## src/shared/drc_regs.vh

```
`ifndef DRC_REGS_VH
`define DRC_REGS_VH
// Refresh low time: code 0..3 maps to 2..5 clocks
`define DRC_LOW_BASE        3'h2
// Precharge guard in clocks
`define DRC_PRECHARGE       3'h2
// Refresh period unit in clocks per period-bits step
`define DRC_PERIOD_UNIT     12'h100
// Strobe config codes
`define DRC_CFG_SINGLE      3'h0
`define DRC_CFG_PAIR        3'h1
// Refresh row address width at mem_addr_out; the row counter rf_addr is 22 bits
`define DRC_ROW_BITS        11
`endif

```

## src/rtl/drc_sync.v

```verilog
`default_nettype none
module drc_sync
(
   // Clock and reset
   input  wire core_clk,
   input  wire rst_n,
   // Async in, synced out
   input  wire d,
   output reg  q
);
   reg meta;
   always @(posedge core_clk or negedge rst_n)
   begin
      if (!rst_n)
      begin
         meta <= 1'b0;
         q    <= 1'b0;
      end
      else
      begin
         meta <= d;
         q    <= meta;
      end
   end
endmodule
`default_nettype wire

```

## src/rtl/drc_timer.v

```verilog
`include "drc_regs.vh"
`default_nettype none
module drc_timer
(
   // Clock and reset
   input  wire       core_clk,
   input  wire       rst_n,
   // Period select and tick
   input  wire [3:0] period_bits,
   output reg        tick
);
   reg  [15:0] count;
   wire [15:0] limit;
   assign limit = {4'h0, `DRC_PERIOD_UNIT} * ({12'h000, period_bits} + 16'h0001);
   always @(posedge core_clk or negedge rst_n)
   begin
      if (!rst_n)
      begin
         count <= 16'h0000;
         tick  <= 1'b0;
      end
      else if (count >= limit - 16'h0001)
      begin
         count <= 16'h0000;
         tick  <= 1'b1;
      end
      else
      begin
         count <= count + 16'h0001;
         tick  <= 1'b0;
      end
   end
endmodule
`default_nettype wire

```

## src/rtl/drc_refresh.v

```verilog
`include "drc_regs.vh"
`default_nettype none
module drc_refresh
(
   // Clock and reset
   input  wire        core_clk,
   input  wire        rst_n,
   // Programming bits
   input  wire [1:0]  refresh_low_time_bits,
   input  wire [3:0]  refresh_period_bits,
   input  wire [2:0]  strobe_config_bits,
   input  wire        stagger_select_bit,
   input  wire        write_col_delay_bit,
   input  wire        extended_col_strobe_mode,
   input  wire        pipeline_mode,
   // Pins from outside
   input  wire        ext_refresh_req_n,
   input  wire        auto_refresh_disable_n,
   input  wire        refresh_extend,
   input  wire        port_a_access_hold_n,
   input  wire        port_b_access_hold_n,
   input  wire        write_request_in_n,
   input  wire        col_strobe_enable_in_n,
   // Access side from the controller core
   input  wire        access_start,
   input  wire        access_write_en_in,
   // Memory outputs
   output reg  [3:0]  row_strobe_n,
   output reg         col_strobe_n,
   output reg         refresh_in_progress_n,
   output reg         write_en_out_n,
   output reg  [10:0] mem_addr_out,
   output reg         access_in_progress
);
   localparam ST_IDLE = 5'h01;
   localparam ST_ARM  = 5'h02;
   localparam ST_LOW  = 5'h04;
   localparam ST_PRE  = 5'h08;
   localparam ST_ACC  = 5'h10;

   wire ext_refresh_req_s;
   wire dis_s;
   wire ext_s;
   wire hold_a_s;
   wire hold_b_s;
   wire win_s;
   wire col_strobe_enable_in_s;
   wire tick;

   drc_sync u_s0 (.core_clk(core_clk), .rst_n(rst_n), .d(~ext_refresh_req_n), .q(ext_refresh_req_s));
   drc_sync u_s1 (.core_clk(core_clk), .rst_n(rst_n), .d(~auto_refresh_disable_n), .q(dis_s));
   drc_sync u_s2 (.core_clk(core_clk), .rst_n(rst_n), .d(refresh_extend), .q(ext_s));
   drc_sync u_s3 (.core_clk(core_clk), .rst_n(rst_n), .d(~port_a_access_hold_n), .q(hold_a_s));
   drc_sync u_s4 (.core_clk(core_clk), .rst_n(rst_n), .d(~port_b_access_hold_n), .q(hold_b_s));
   drc_sync u_s5 (.core_clk(core_clk), .rst_n(rst_n), .d(~write_request_in_n), .q(win_s));
   drc_sync u_s6 (.core_clk(core_clk), .rst_n(rst_n), .d(~col_strobe_enable_in_n), .q(col_strobe_enable_in_s));

   drc_timer u_tmr
   (
      .core_clk    (core_clk),
      .rst_n       (rst_n),
      .period_bits (refresh_period_bits),
      .tick        (tick)
   );

   reg  [4:0]  state;
   reg  [2:0]  cnt;
   reg  [3:0]  age;
   reg  [3:0]  on_grp;
   reg  [3:0]  stag_pat;
   reg  [3:0]  first_mask;
   reg         ext_latch;
   reg         tmr_pend;
   reg         ext_refresh_req_d;
   reg  [21:0] rf_addr;
   reg         rq_toggle;
   reg         acc_row;
   reg         acc_wr;

   wire [2:0]  low_clocks;
   wire        acc_hold;
   wire        auto_ok;
   wire        want;
   wire        rq_mode;
   wire        staggered;
   wire        ext_refresh_req_fall;
   wire [3:0]  age_l;
   wire        stag_done;
   wire [2:0]  last_step;

   assign low_clocks = `DRC_LOW_BASE + {1'b0, refresh_low_time_bits};
   assign acc_hold   = hold_a_s | hold_b_s;
   assign auto_ok    = tmr_pend & ~dis_s;
   assign want       = ext_latch | auto_ok;
   assign rq_mode    = extended_col_strobe_mode | pipeline_mode;
   assign staggered  = stagger_select_bit;
   assign ext_refresh_req_fall  = ext_refresh_req_s & ~ext_refresh_req_d;
   // Stagger: single steps 4, pairs 2, all 1
   assign last_step  = !staggered ? 3'h0 :
                       (strobe_config_bits == `DRC_CFG_SINGLE) ? 3'h3 :
                       (strobe_config_bits == `DRC_CFG_PAIR)   ? 3'h1 : 3'h0;
   assign age_l      = {1'b0, low_clocks};
   // All groups have met their low time once the last one has
   assign stag_done  = age >= ({1'b0, last_step} + age_l);

   // Which groups are low at the current age of the refresh
   always @*
   begin
      on_grp = 4'h0;
      if (age < age_l)
      begin
         on_grp[0] = 1'b1;
      end
      if ((age >= 4'h1) && (age < age_l + 4'h1))
      begin
         on_grp[1] = 1'b1;
      end
      if ((age >= 4'h2) && (age < age_l + 4'h2))
      begin
         on_grp[2] = 1'b1;
      end
      if ((age >= 4'h3) && (age < age_l + 4'h3))
      begin
         on_grp[3] = 1'b1;
      end
   end

   // Group to strobe mapping; each group keeps its own low time
   always @*
   begin
      stag_pat   = 4'h0;
      first_mask = 4'hF;
      case (last_step)
         3'h3:
         begin
            stag_pat   = on_grp;
            first_mask = 4'h1;
         end
         3'h1:
         begin
            stag_pat   = {on_grp[1], on_grp[1], on_grp[0], on_grp[0]};
            first_mask = 4'h3;
         end
         default:
         begin
            stag_pat   = {4{on_grp[0]}};
            first_mask = 4'hF;
         end
      endcase
   end

   always @(posedge core_clk or negedge rst_n)
   begin
      if (!rst_n)
      begin
         state                 <= ST_IDLE;
         cnt                   <= 3'h0;
         age                   <= 4'h0;
         ext_latch             <= 1'b0;
         tmr_pend              <= 1'b0;
         ext_refresh_req_d                <= 1'b0;
         rf_addr               <= 22'h000000;
         rq_toggle             <= 1'b0;
         acc_row               <= 1'b0;
         acc_wr                <= 1'b0;
         row_strobe_n          <= 4'hF;
         col_strobe_n          <= 1'b1;
         refresh_in_progress_n <= 1'b1;
         write_en_out_n        <= 1'b1;
         mem_addr_out          <= 11'h000;
         access_in_progress    <= 1'b0;
      end
      else
      begin
         ext_refresh_req_d <= ext_refresh_req_s;
         if (ext_refresh_req_fall)
            ext_latch <= 1'b1;
         if (tick)
            tmr_pend <= 1'b1;
         if (ext_refresh_req_s && !dis_s)
            rf_addr <= 22'h000000;
         // Request output with missed-period toggle
         if (tick && tmr_pend && state != ST_LOW)
            rq_toggle <= 1'b1;
         else
            rq_toggle <= 1'b0;
         if (rq_mode)
            write_en_out_n <= ~((tmr_pend | ext_latch) & ~rq_toggle
                                & ~(tick & tmr_pend));
         else
            write_en_out_n <= ~(acc_row & acc_wr & ~refresh_in_progress_n);
         case (state)
            ST_IDLE:
            begin
               if (want && !acc_hold && !access_start)
               begin
                  refresh_in_progress_n <= 1'b0;
                  state                 <= ST_ARM;
               end
               else if (access_start)
               begin
                  acc_row            <= 1'b1;
                  acc_wr             <= access_write_en_in & win_s;
                  access_in_progress <= 1'b1;
                  row_strobe_n       <= 4'h0;
                  // Column follows row when its enable is in, unless write delay applies
                  col_strobe_n <= (write_col_delay_bit & win_s) | ~col_strobe_enable_in_s;
                  state        <= ST_ACC;
               end
            end
            ST_ACC:
            begin
               col_strobe_n <= ~col_strobe_enable_in_s;
               if (!acc_hold)
               begin
                  row_strobe_n       <= 4'hF;
                  col_strobe_n       <= 1'b1;
                  acc_row            <= 1'b0;
                  access_in_progress <= 1'b0;
                  cnt                <= 3'h0;
                  state              <= ST_PRE;
               end
            end
            ST_ARM:
            begin
               row_strobe_n          <= ~first_mask;
               mem_addr_out          <= rf_addr[10:0];
               age                   <= 4'h1;
               state                 <= ST_LOW;
            end
            ST_LOW:
            begin
               if (!stag_done)
               begin
                  // Successive groups start one edge apart
                  row_strobe_n <= ~stag_pat;
                  age          <= age + 4'h1;
               end
               else if (ext_s && !staggered)
                  age <= age;
               else
               begin
                  row_strobe_n          <= 4'hF;
                  refresh_in_progress_n <= 1'b1;
                  rf_addr               <= rf_addr + 22'h000001;
                  mem_addr_out          <= rf_addr[10:0] + 11'h001;
                  ext_latch             <= ext_refresh_req_fall;
                  tmr_pend              <= tick;
                  cnt                   <= 3'h0;
                  state                 <= ST_PRE;
               end
            end
            ST_PRE:
            begin
               if (cnt >= `DRC_PRECHARGE - 3'h1)
               begin
                  if (ext_refresh_req_s && dis_s)
                     ext_latch <= 1'b1;
                  state <= ST_IDLE;
               end
               else
                  cnt <= cnt + 3'h1;
            end
            default:
               state <= ST_IDLE;
         endcase
      end
   end
endmodule
`default_nettype wire

```

## config.mk

```make
export PLATFORM = sky130hd
export DESIGN_NAME = drc_refresh
export DESIGN_NICKNAME = d
export VERILOG_FILES = /design/src/rtl/drc_sync.v /design/src/rtl/drc_timer.v /design/src/rtl/drc_refresh.v
export VERILOG_INCLUDE_DIRS = /design/src /design/src/shared
export SDC_FILE = /design/constraint.sdc
export NUM_CORES = 1
export LEC_CHECK = 0
export ABC_AREA = 1
export ABC_CLOCK_PERIOD_IN_PS = 5200
export BUFFER_PORTS_ARGS = -buffer_cell sky130_fd_sc_hd__buf_2
export CORE_ASPECT_RATIO = 0.8
export CORE_MARGIN = 2
export CORE_UTILIZATION = 64
export CTS_CLUSTER_SIZE = 12
export DETAILED_ROUTE_END_ITERATION = 16
export PLACE_DENSITY = 0.88
export SLEW_MARGIN = 5
export SYNTH_ARGS = -nofsm -noshare
export SYNTH_HDL_FRONTEND = slang
export SYNTH_SLANG_ARGS = --single-unit
```

## constraint.sdc

```tcl
create_clock -name core_clk -period 5.2 [get_ports core_clk]
set_input_delay 1.04 -clock core_clk [delete_from_list [all_inputs] [get_ports core_clk]]
set_output_delay 1.04 -clock core_clk [all_outputs]
set_load 0.1 [all_outputs]
```

==> flow_summary.toml, run 1 <==
[setup_path]
worstPathMaxFanout = 16
startpoint = "strobe_config_bits[1]"
timing.critical_path.cells = "buf_2 > nor2_1 > nand2_1 > nor2_1 > nand2_1 > nand2_1 > ha_1 > nand2_1 > o21ai_0 > ha_1 > nand2_1 > inv_1 > nand3_1 > nand3_2 > nand2_4 > inv_4 > nand2_4 > nand2_4 > inv_1 > nand2_1 > nand3_2"
reg2reg_depth = 10
critPathLaunchType = "input pin"
timing.critical_path.to_type = "register"
cell_with_the_biggest_individual_delay_on_the_critical_path = "sky130_fd_sc_hd__nor2_1"
crit_top_cell = "sky130_fd_sc_hd__nand2_1"
critical_path.max_stage_delay_ns = 0.33
slack_of_the_worst_reg_to_reg_path_ns = 3.06
timing.rr.start = "age[3]$_DFFE_PN0P_"
criticalPathCategory = "in2reg"
critPathArrivalTime_ns = 3.51
worst_setup_path_endpoint = "mem_addr_out[0]$_DFFE_PN0P_"
timing.critical_path.required_ns = 5.50
rr_endpoint = "mem_addr_out[0]$_DFFE_PN0P_"

[cts]
clock_buffer_count_from_cts = 9
cts_hold_repair.buffers = 0
clock_latency_ns = 0.37
worst_path_clk_slew_ns = 0.08
postCtsSetupBuffers = 0
clock_sink_count = 78
clock_tree.buffer_depth = 2
clock_tree.root_cell = "sky130_fd_sc_hd__clkbuf_8"
cts.repair.resized = 0
htree_levels = 3
cts_tree = "built"

[routing]
first_iter_violations = 209
routed_via_density = 5.48
drt_first_pass_iters = 5
post-route-drc-count = 0
wire_per_inst_um = 13.8
dr_total_vias = 3649
ant_nets = 0
route.final.wire_length_mm = 9.20

[global_route]
grt_pass1_wl_mm = 15.9
grtUsageTotal = 0.259
antenna_found_initial = 0
grt_pass1_vias = 3428
pin_count_of_the_biggest_net_entering_global_routing = 79
globalRoute.totalOverflow = 0

[synth]
synth-main-ff-cell = "sky130_fd_sc_hd__dfrtp_1"
synth_fa_ha_area_frac = 0.0926
synth_simple_gate_area_share = 0.271
xor_xnor_share_of_the_synthesized_area = 0.0334
synth_largest_type_area_fraction = 0.393
synth.yosys.seq_area_share = 0.440
yosysTopAreaCell = "sky130_fd_sc_hd__dfrtp_1"
mappedNetlistNets = 583
syn_area_mm2 = 0.00446
synth-warning-count = 0
yosys.cell_types.count = 40
synth_compound_gate_area_share = 0.0870
post_synth_inst_count = 526
synthMuxAreaShare = 0
post_synth_edffs = 0
synth_area_per_cell_um2 = 8.47
yosys_register_bits = 78
yosys-top-cells-area = "sky130_fd_sc_hd__dfrtp_1 39%, sky130_fd_sc_hd__nand2_1 9.7%, sky130_fd_sc_hd__ha_1 9.3%"
synth_top_family_by_area = "simple AND/OR/NAND/NOR gates"
ys_async_sr_fraction = 1.00

[layout]
final_cell_mix = "115 x sky130_fd_sc_hd__nand2_1, 71 x sky130_fd_sc_hd__inv_1, 70 x sky130_fd_sc_hd__dfrtp_1"
drive_above_1_share = 0.174
insertedDiodeCount = 0
most_common_library_cell_in_the_layout_ignoring_fill_and_taps = "sky130_fd_sc_hd__nand2_1"
layout-area-overhead-vs-synth_pct = 11.1
finish.net_count = 631

[timing]
slew-limit-headroom = 0.379
timing_max_transition_violations_final = 0
finalSetupViolations = 0
final_period_minus_worst_setup_slack_ns = 3.21
grt_setup_unrepaired = "no"
final.setup.tns_ns = 0
final_cycle_utilization_of_the_critical_path = 0.618
clock_skew_ns = 0.0137
timing.fmax_mhz = 311
finalHoldViolations = 0
worst-slew-pin-transition_ns = 0.932

[min_path]
hold_path.class = "reg2reg"

[die]
die_h_um = 78.6
initial_utilization = 0.653
floorplan.die.width_um = 97.3
rows = 27
dieArea_mm2 = 0.00765
core_mm2 = 0.00682
io-pin-count = 43

[power]
totalPowerFinal_uw = 2520
power_density_mw_per_mm2 = 509
leak_pwr_uw = 0.00250
vdd_ir_drop_max_mv = 0.273

[placement]
gp_routability_congestion = 0.926
port-buffer-count = 42
dp_hpwl_mm = 6.68

[run_status]
run_status = "complete, no violations"

[job]
max_cap_viol_count = 0
==> metal layers <==
metal / part of all wire / wire length, um / track usage
met3: 0.051 / 469 / 0.0525
met4: 0.022 / 201 / 0.0903
met2: 0.49 / 4480 / 0.442
met1: 0.44 / 4050 / 0.334
met5: 0 / 0 / 0
==> worst min-delay path by stage <==
stage	cells after the start	start	slack [ns]	endpoint
after global routing	0	u_s6.meta$_DFF_PN0_	0.37	u_s6.q$_DFF_PN0_
after CTS	0	u_s5.meta$_DFF_PN0_	0.35	u_s5.q$_DFF_PN0_
after floorplan	0	u_s0.meta$_DFF_PN0_	0.33	u_s0.q$_DFF_PN0_
after detailed placement	0	u_s5.meta$_DFF_PN0_	0.34	u_s5.q$_DFF_PN0_
final	0	u_s5.meta$_DFF_PN0_	0.35	u_s5.q$_DFF_PN0_
after global placement	0	u_s3.meta$_DFF_PN0_	0.33	u_s3.q$_DFF_PN0_
==> registers in the layout (all words and copies together) (netlist names), 3 cells and up <==
register      flops
u_tmr.count      16
mem_addr_out     11
rf_addr          11
state             5
age               4
row_strobe_n      4
cnt               3
==> logic make-up (layout without fill, tap and decap cells) <==
| logic type | count (synthesis) | count (layout) |
|---|---|---|
| adders and majority gates | 33 | 33 |
| DFF | 78 | 78 |
| buffers and inverters | 78 | 131 |
| and+or+nand+nor | 256 | 256 |
| xor gates and xnor gates | 17 | 17 |
| AOI/OAI and AO/OA | 64 | 64 |
==> worst max-delay path, delay by kind of cell <==
family | cells | cell delay, ns
AO/OA/AOI/OAI | 1 | 0.07
buffers and inverters | 4 | 0.35
adder cells (fa/ha/maj) | 2 | 0.40
AND/OR/NAND/NOR | 14 | 1.62
==> power by group <==
group          internal, uW  switching [uW]
combinational           269             842
sequential              761             125
clock                   287             236
total                  1320            1200
==> cells in the mapped netlist, types with 4 or more instances <==
| master | count |
|---|---|
| sky130_fd_sc_hd__a21oi_1 | 14 |
| sky130_fd_sc_hd__a31oi_1 | 8 |
| sky130_fd_sc_hd__dfrtp_1 | 70 |
| sky130_fd_sc_hd__dfstp_2 | 8 |
| sky130_fd_sc_hd__ha_1 | 33 |
| sky130_fd_sc_hd__inv_1 | 71 |
| sky130_fd_sc_hd__nand2_1 | 115 |
| sky130_fd_sc_hd__nand3_1 | 31 |
| sky130_fd_sc_hd__nand3_2 | 8 |
| sky130_fd_sc_hd__nand4_1 | 11 |
| sky130_fd_sc_hd__nor2_1 | 52 |
| sky130_fd_sc_hd__nor2_2 | 13 |
| sky130_fd_sc_hd__nor3_1 | 8 |
| sky130_fd_sc_hd__nor3b_1 | 4 |
| sky130_fd_sc_hd__o21ai_0 | 25 |
| sky130_fd_sc_hd__xnor2_1 | 6 |
| sky130_fd_sc_hd__xor2_1 | 11 |
==> stage by stage <==
stage	util	hold WS (ns)	worst slack, ns	instances	instance area [um2]
2_1_floorplan	-	0.331	2.10	526	4460
3_3_place_gp	0.692	0.333	1.78	650	4720
3_5_place_dp	0.692	0.336	1.66	650	4720
4_1_cts	0.725	0.354	2.03	666	4950
5_1_grt	0.725	0.369	1.69	666	4950
6_report	0.725	0.351	1.99	666	4950
==> layout make-up <==
type	instances	area (um2)
clock buffer	10	138
clock inverter	6	92.6
fill	528	1870
inverter	73	278
multi-input combinational	370	2160
sequential	78	1960
tap	87	109
timing repair buffer	42	213
Note: power is estimated with default switching activity, not from simulation.
==> run 2: changes to the inputs <==
--- a/config.mk
+++ b/config.mk
@@ -7,14 +7,14 @@
 export NUM_CORES = 1
 export LEC_CHECK = 0
 export ABC_AREA = 1
-export ABC_CLOCK_PERIOD_IN_PS = 5200
+export ABC_CLOCK_PERIOD_IN_PS = 2700
 export BUFFER_PORTS_ARGS = -buffer_cell sky130_fd_sc_hd__buf_2
 export CORE_ASPECT_RATIO = 0.8
 export CORE_MARGIN = 2
-export CORE_UTILIZATION = 64
+export CORE_UTILIZATION = 54
 export CTS_CLUSTER_SIZE = 12
 export DETAILED_ROUTE_END_ITERATION = 16
-export PLACE_DENSITY = 0.88
+export PLACE_DENSITY = 0.8
 export SLEW_MARGIN = 5
 export SYNTH_ARGS = -nofsm -noshare
 export SYNTH_HDL_FRONTEND = slang
==> constraint.sdc (replaced) <==
create_clock -name core_clk -period 2.7 [get_ports core_clk]
set_input_delay 0.54 -clock core_clk [delete_from_list [all_inputs] [get_ports core_clk]]
set_output_delay 0.54 -clock core_clk [all_outputs]
set_load 0.1 [all_outputs]
==> run 2 against run 1 <==
  * Critical path depth down 4
  * Final area up 2.2%
  * Sequential power up 93%
  * Core utilization down 9.1 points
  * Register-to-register slack worse by 2.4 ns
  * Critical path type unchanged
==> flow_summary.toml, run 2 (synthesis results as in run 1) <==
[run_status]
run_status = "complete, no violations"

[routing]
routed_via_density = 5.19
ant_nets = 0
drt_first_pass_iters = 5
routed-wl-met3_um = 328
route.final.wire_length_mm = 9.14
route.layer.met1.wl_mm = 4.39
dr.max_layer_used = "met4"
wl_met2_mm = 4.33
wire_per_inst_um = 13.0
dr_total_vias = 3646
first_iter_violations = 255
post-route-drc-count = 0

[timing]
finalSetupViolations = 0
clock_skew_ns = 0.00715
finalHoldViolations = 0
timing.fmax_mhz = 406
final_cycle_utilization_of_the_critical_path = 0.913
slew-limit-headroom = 0.640
timing_max_transition_violations_final = 0
final.setup.tns_ns = 0
worst-slew-pin-transition_ns = 0.541
grt_setup_unrepaired = "no"
final_period_minus_worst_setup_slack_ns = 2.47
timing.final.ws_setup_ns = 0.234

[cts]
cts_hold_repair.buffers = 0
postCtsSetupBuffers = 0
clock_buffer_count_from_cts = 9
worst_path_clk_slew_ns = 0.08
clock_latency_ns = 0.35
htree_levels = 3
clock_sink_count = 78
clock_tree.root_cell = "sky130_fd_sc_hd__clkbuf_8"
cts_tree = "built"
clock_tree.buffer_depth = 2

[die]
core_mm2 = 0.00798
io-pin-count = 43
die_h_um = 85.3
rows = 29
floorplan.die.width_um = 106
initial_utilization = 0.558
dieArea_mm2 = 0.00900

[placement]
port-buffer-count = 42
gp_routability_congestion = 0.863
dp_hpwl_mm = 6.88
pre_cts_ws_ns = -0.178
post_dp_cell_area_mm2 = 0.00488

[setup_path]
timing.critical_path.required_ns = 2.92
reg2reg_depth = 10
criticalPathCategory = "in2reg"
slack_of_the_worst_reg_to_reg_path_ns = 0.66
worstPathMaxFanout = 4
timing.critical_path.to_type = "register"
critPathArrivalTime_ns = 2.68
critPathLaunchType = "input pin"

[global_route]
pin_count_of_the_biggest_net_entering_global_routing = 43
antenna_found_initial = 0
grt_pass1_wl_mm = 16.1
globalRoute.totalOverflow = 0
grt_pass1_vias = 3576
grtUsageTotal = 0.222

[job]
max_cap_viol_count = 0

[power]
power_density_mw_per_mm2 = 925
totalPowerFinal_uw = 4680
leak_pwr_uw = 0.00255
vdd_ir_drop_max_mv = 0.797

[layout]
postLayoutCellArea_mm2 = 0.00506
finish.net_count = 647
insertedDiodeCount = 0
biggest_register = "u_tmr.count"
most_common_library_cell_in_the_layout_ignoring_fill_and_taps = "sky130_fd_sc_hd__nand2_1"
drive_above_1_share = 0.197
top_regs = "u_tmr.count (16), mem_addr_out (11), rf_addr (11)"
filler_cell_count = 677
largest_register_ff_count = 16
final_cell_mix = "115 x sky130_fd_sc_hd__nand2_1, 71 x sky130_fd_sc_hd__inv_1, 70 x sky130_fd_sc_hd__dfrtp_1"
layout-area-overhead-vs-synth_pct = 13.5

[min_path]
hold_path.class = "in2async"
[run 2: changes by cell type in the layout (fill, tap and decap cells not counted)]
cell / change
sky130_fd_sc_hd__o21ai_1: +1
sky130_fd_sc_hd__clkinv_4: +2
sky130_fd_sc_hd__o21ai_0: -1
sky130_fd_sc_hd__buf_4: +15
sky130_fd_sc_hd__bufinv_16: -2
sky130_fd_sc_hd__clkinvlp_4: +1
sky130_fd_sc_hd__clkbuf_8: -1
sky130_fd_sc_hd__buf_12: +1
[run 2: metal layers]
metal | global-route usage | vias up
li1 | - | 1846
met1 | 0.301 | 1710
met2 | 0.365 | 78
met3 | 0.0453 | 12
met4 | 0.0610 | 0
met5 | 0 | -
[run 2: final cells by class]
cell class	count	area, um2	share of cell area
clock buffer	9	124	0.0245
clock inverter	7	57.6	0.0114
inverter	73	278	0.0549
multi-input combinational	370	2160	0.427
sequential	78	1960	0.388
tap	108	135	0.0267
timing repair buffer	58	345	0.0682
[run 2: worst paths after layout]
path / from / endpoint
worst max-delay path: strobe_config_bits[1] / cnt[2]$_DFFE_PN0P_
worst min-delay path: rst_n / age[0]$_DFFE_PN0P_
worst max register to register: age[1]$_DFFE_PN0P_ / cnt[2]$_DFFE_PN0P_
worst min register to register: u_s6.meta$_DFF_PN0_ / u_s6.q$_DFF_PN0_
max in group asynchronous: rst_n / row_strobe_n[0]$_DFFE_PN1P_
min in group core_clk: refresh_extend / u_s2.meta$_DFF_PN0_
[run 2: worst max-delay path, stage by stage]
cell	delay (ns)
sky130_fd_sc_hd__buf_2	0.09
sky130_fd_sc_hd__nor2_1	0.10
sky130_fd_sc_hd__nand2_1	0.11
sky130_fd_sc_hd__o21ai_1	0.17
sky130_fd_sc_hd__nand2_1	0.07
sky130_fd_sc_hd__ha_1	0.27
sky130_fd_sc_hd__inv_1	0.04
sky130_fd_sc_hd__ha_1	0.28
sky130_fd_sc_hd__inv_1	0.04
sky130_fd_sc_hd__o21bai_1	0.12
sky130_fd_sc_hd__nand2_1	0.07
sky130_fd_sc_hd__nand3_2	0.09
sky130_fd_sc_hd__nand2_4	0.08
sky130_fd_sc_hd__nand2_1	0.10
sky130_fd_sc_hd__o21ai_0	0.10
sky130_fd_sc_hd__nor2_1	0.24
sky130_fd_sc_hd__o21ai_0	0.17
[run 2: stage by stage]
step                hold slack (ns)   util  std cells
floorplan                     0.244      -        526
global placement              0.332  0.611        687
detailed placement            0.336  0.611        687
CTS                           0.168  0.634        703
global route                  0.176  0.634        703
finish                        0.156  0.634        703
[run 2: timing repair]
| action | in CTS | in global routing |
|---|---|---|
| endpoints found under the hold margin | 0 | 0 |
| gates resized for setup | 0 | 1 |
| setup endpoints to repair | 0 | 11 |
[run 2: power by group]
part | leakage (uW) | switching [uW] | internal [uW]
clock network | 0.0000824 | 454 | 342
registers | 0.000968 | 245 | 1470
logic | 0.00150 | 1620 | 557
total | 0.00255 | 2320 | 2360
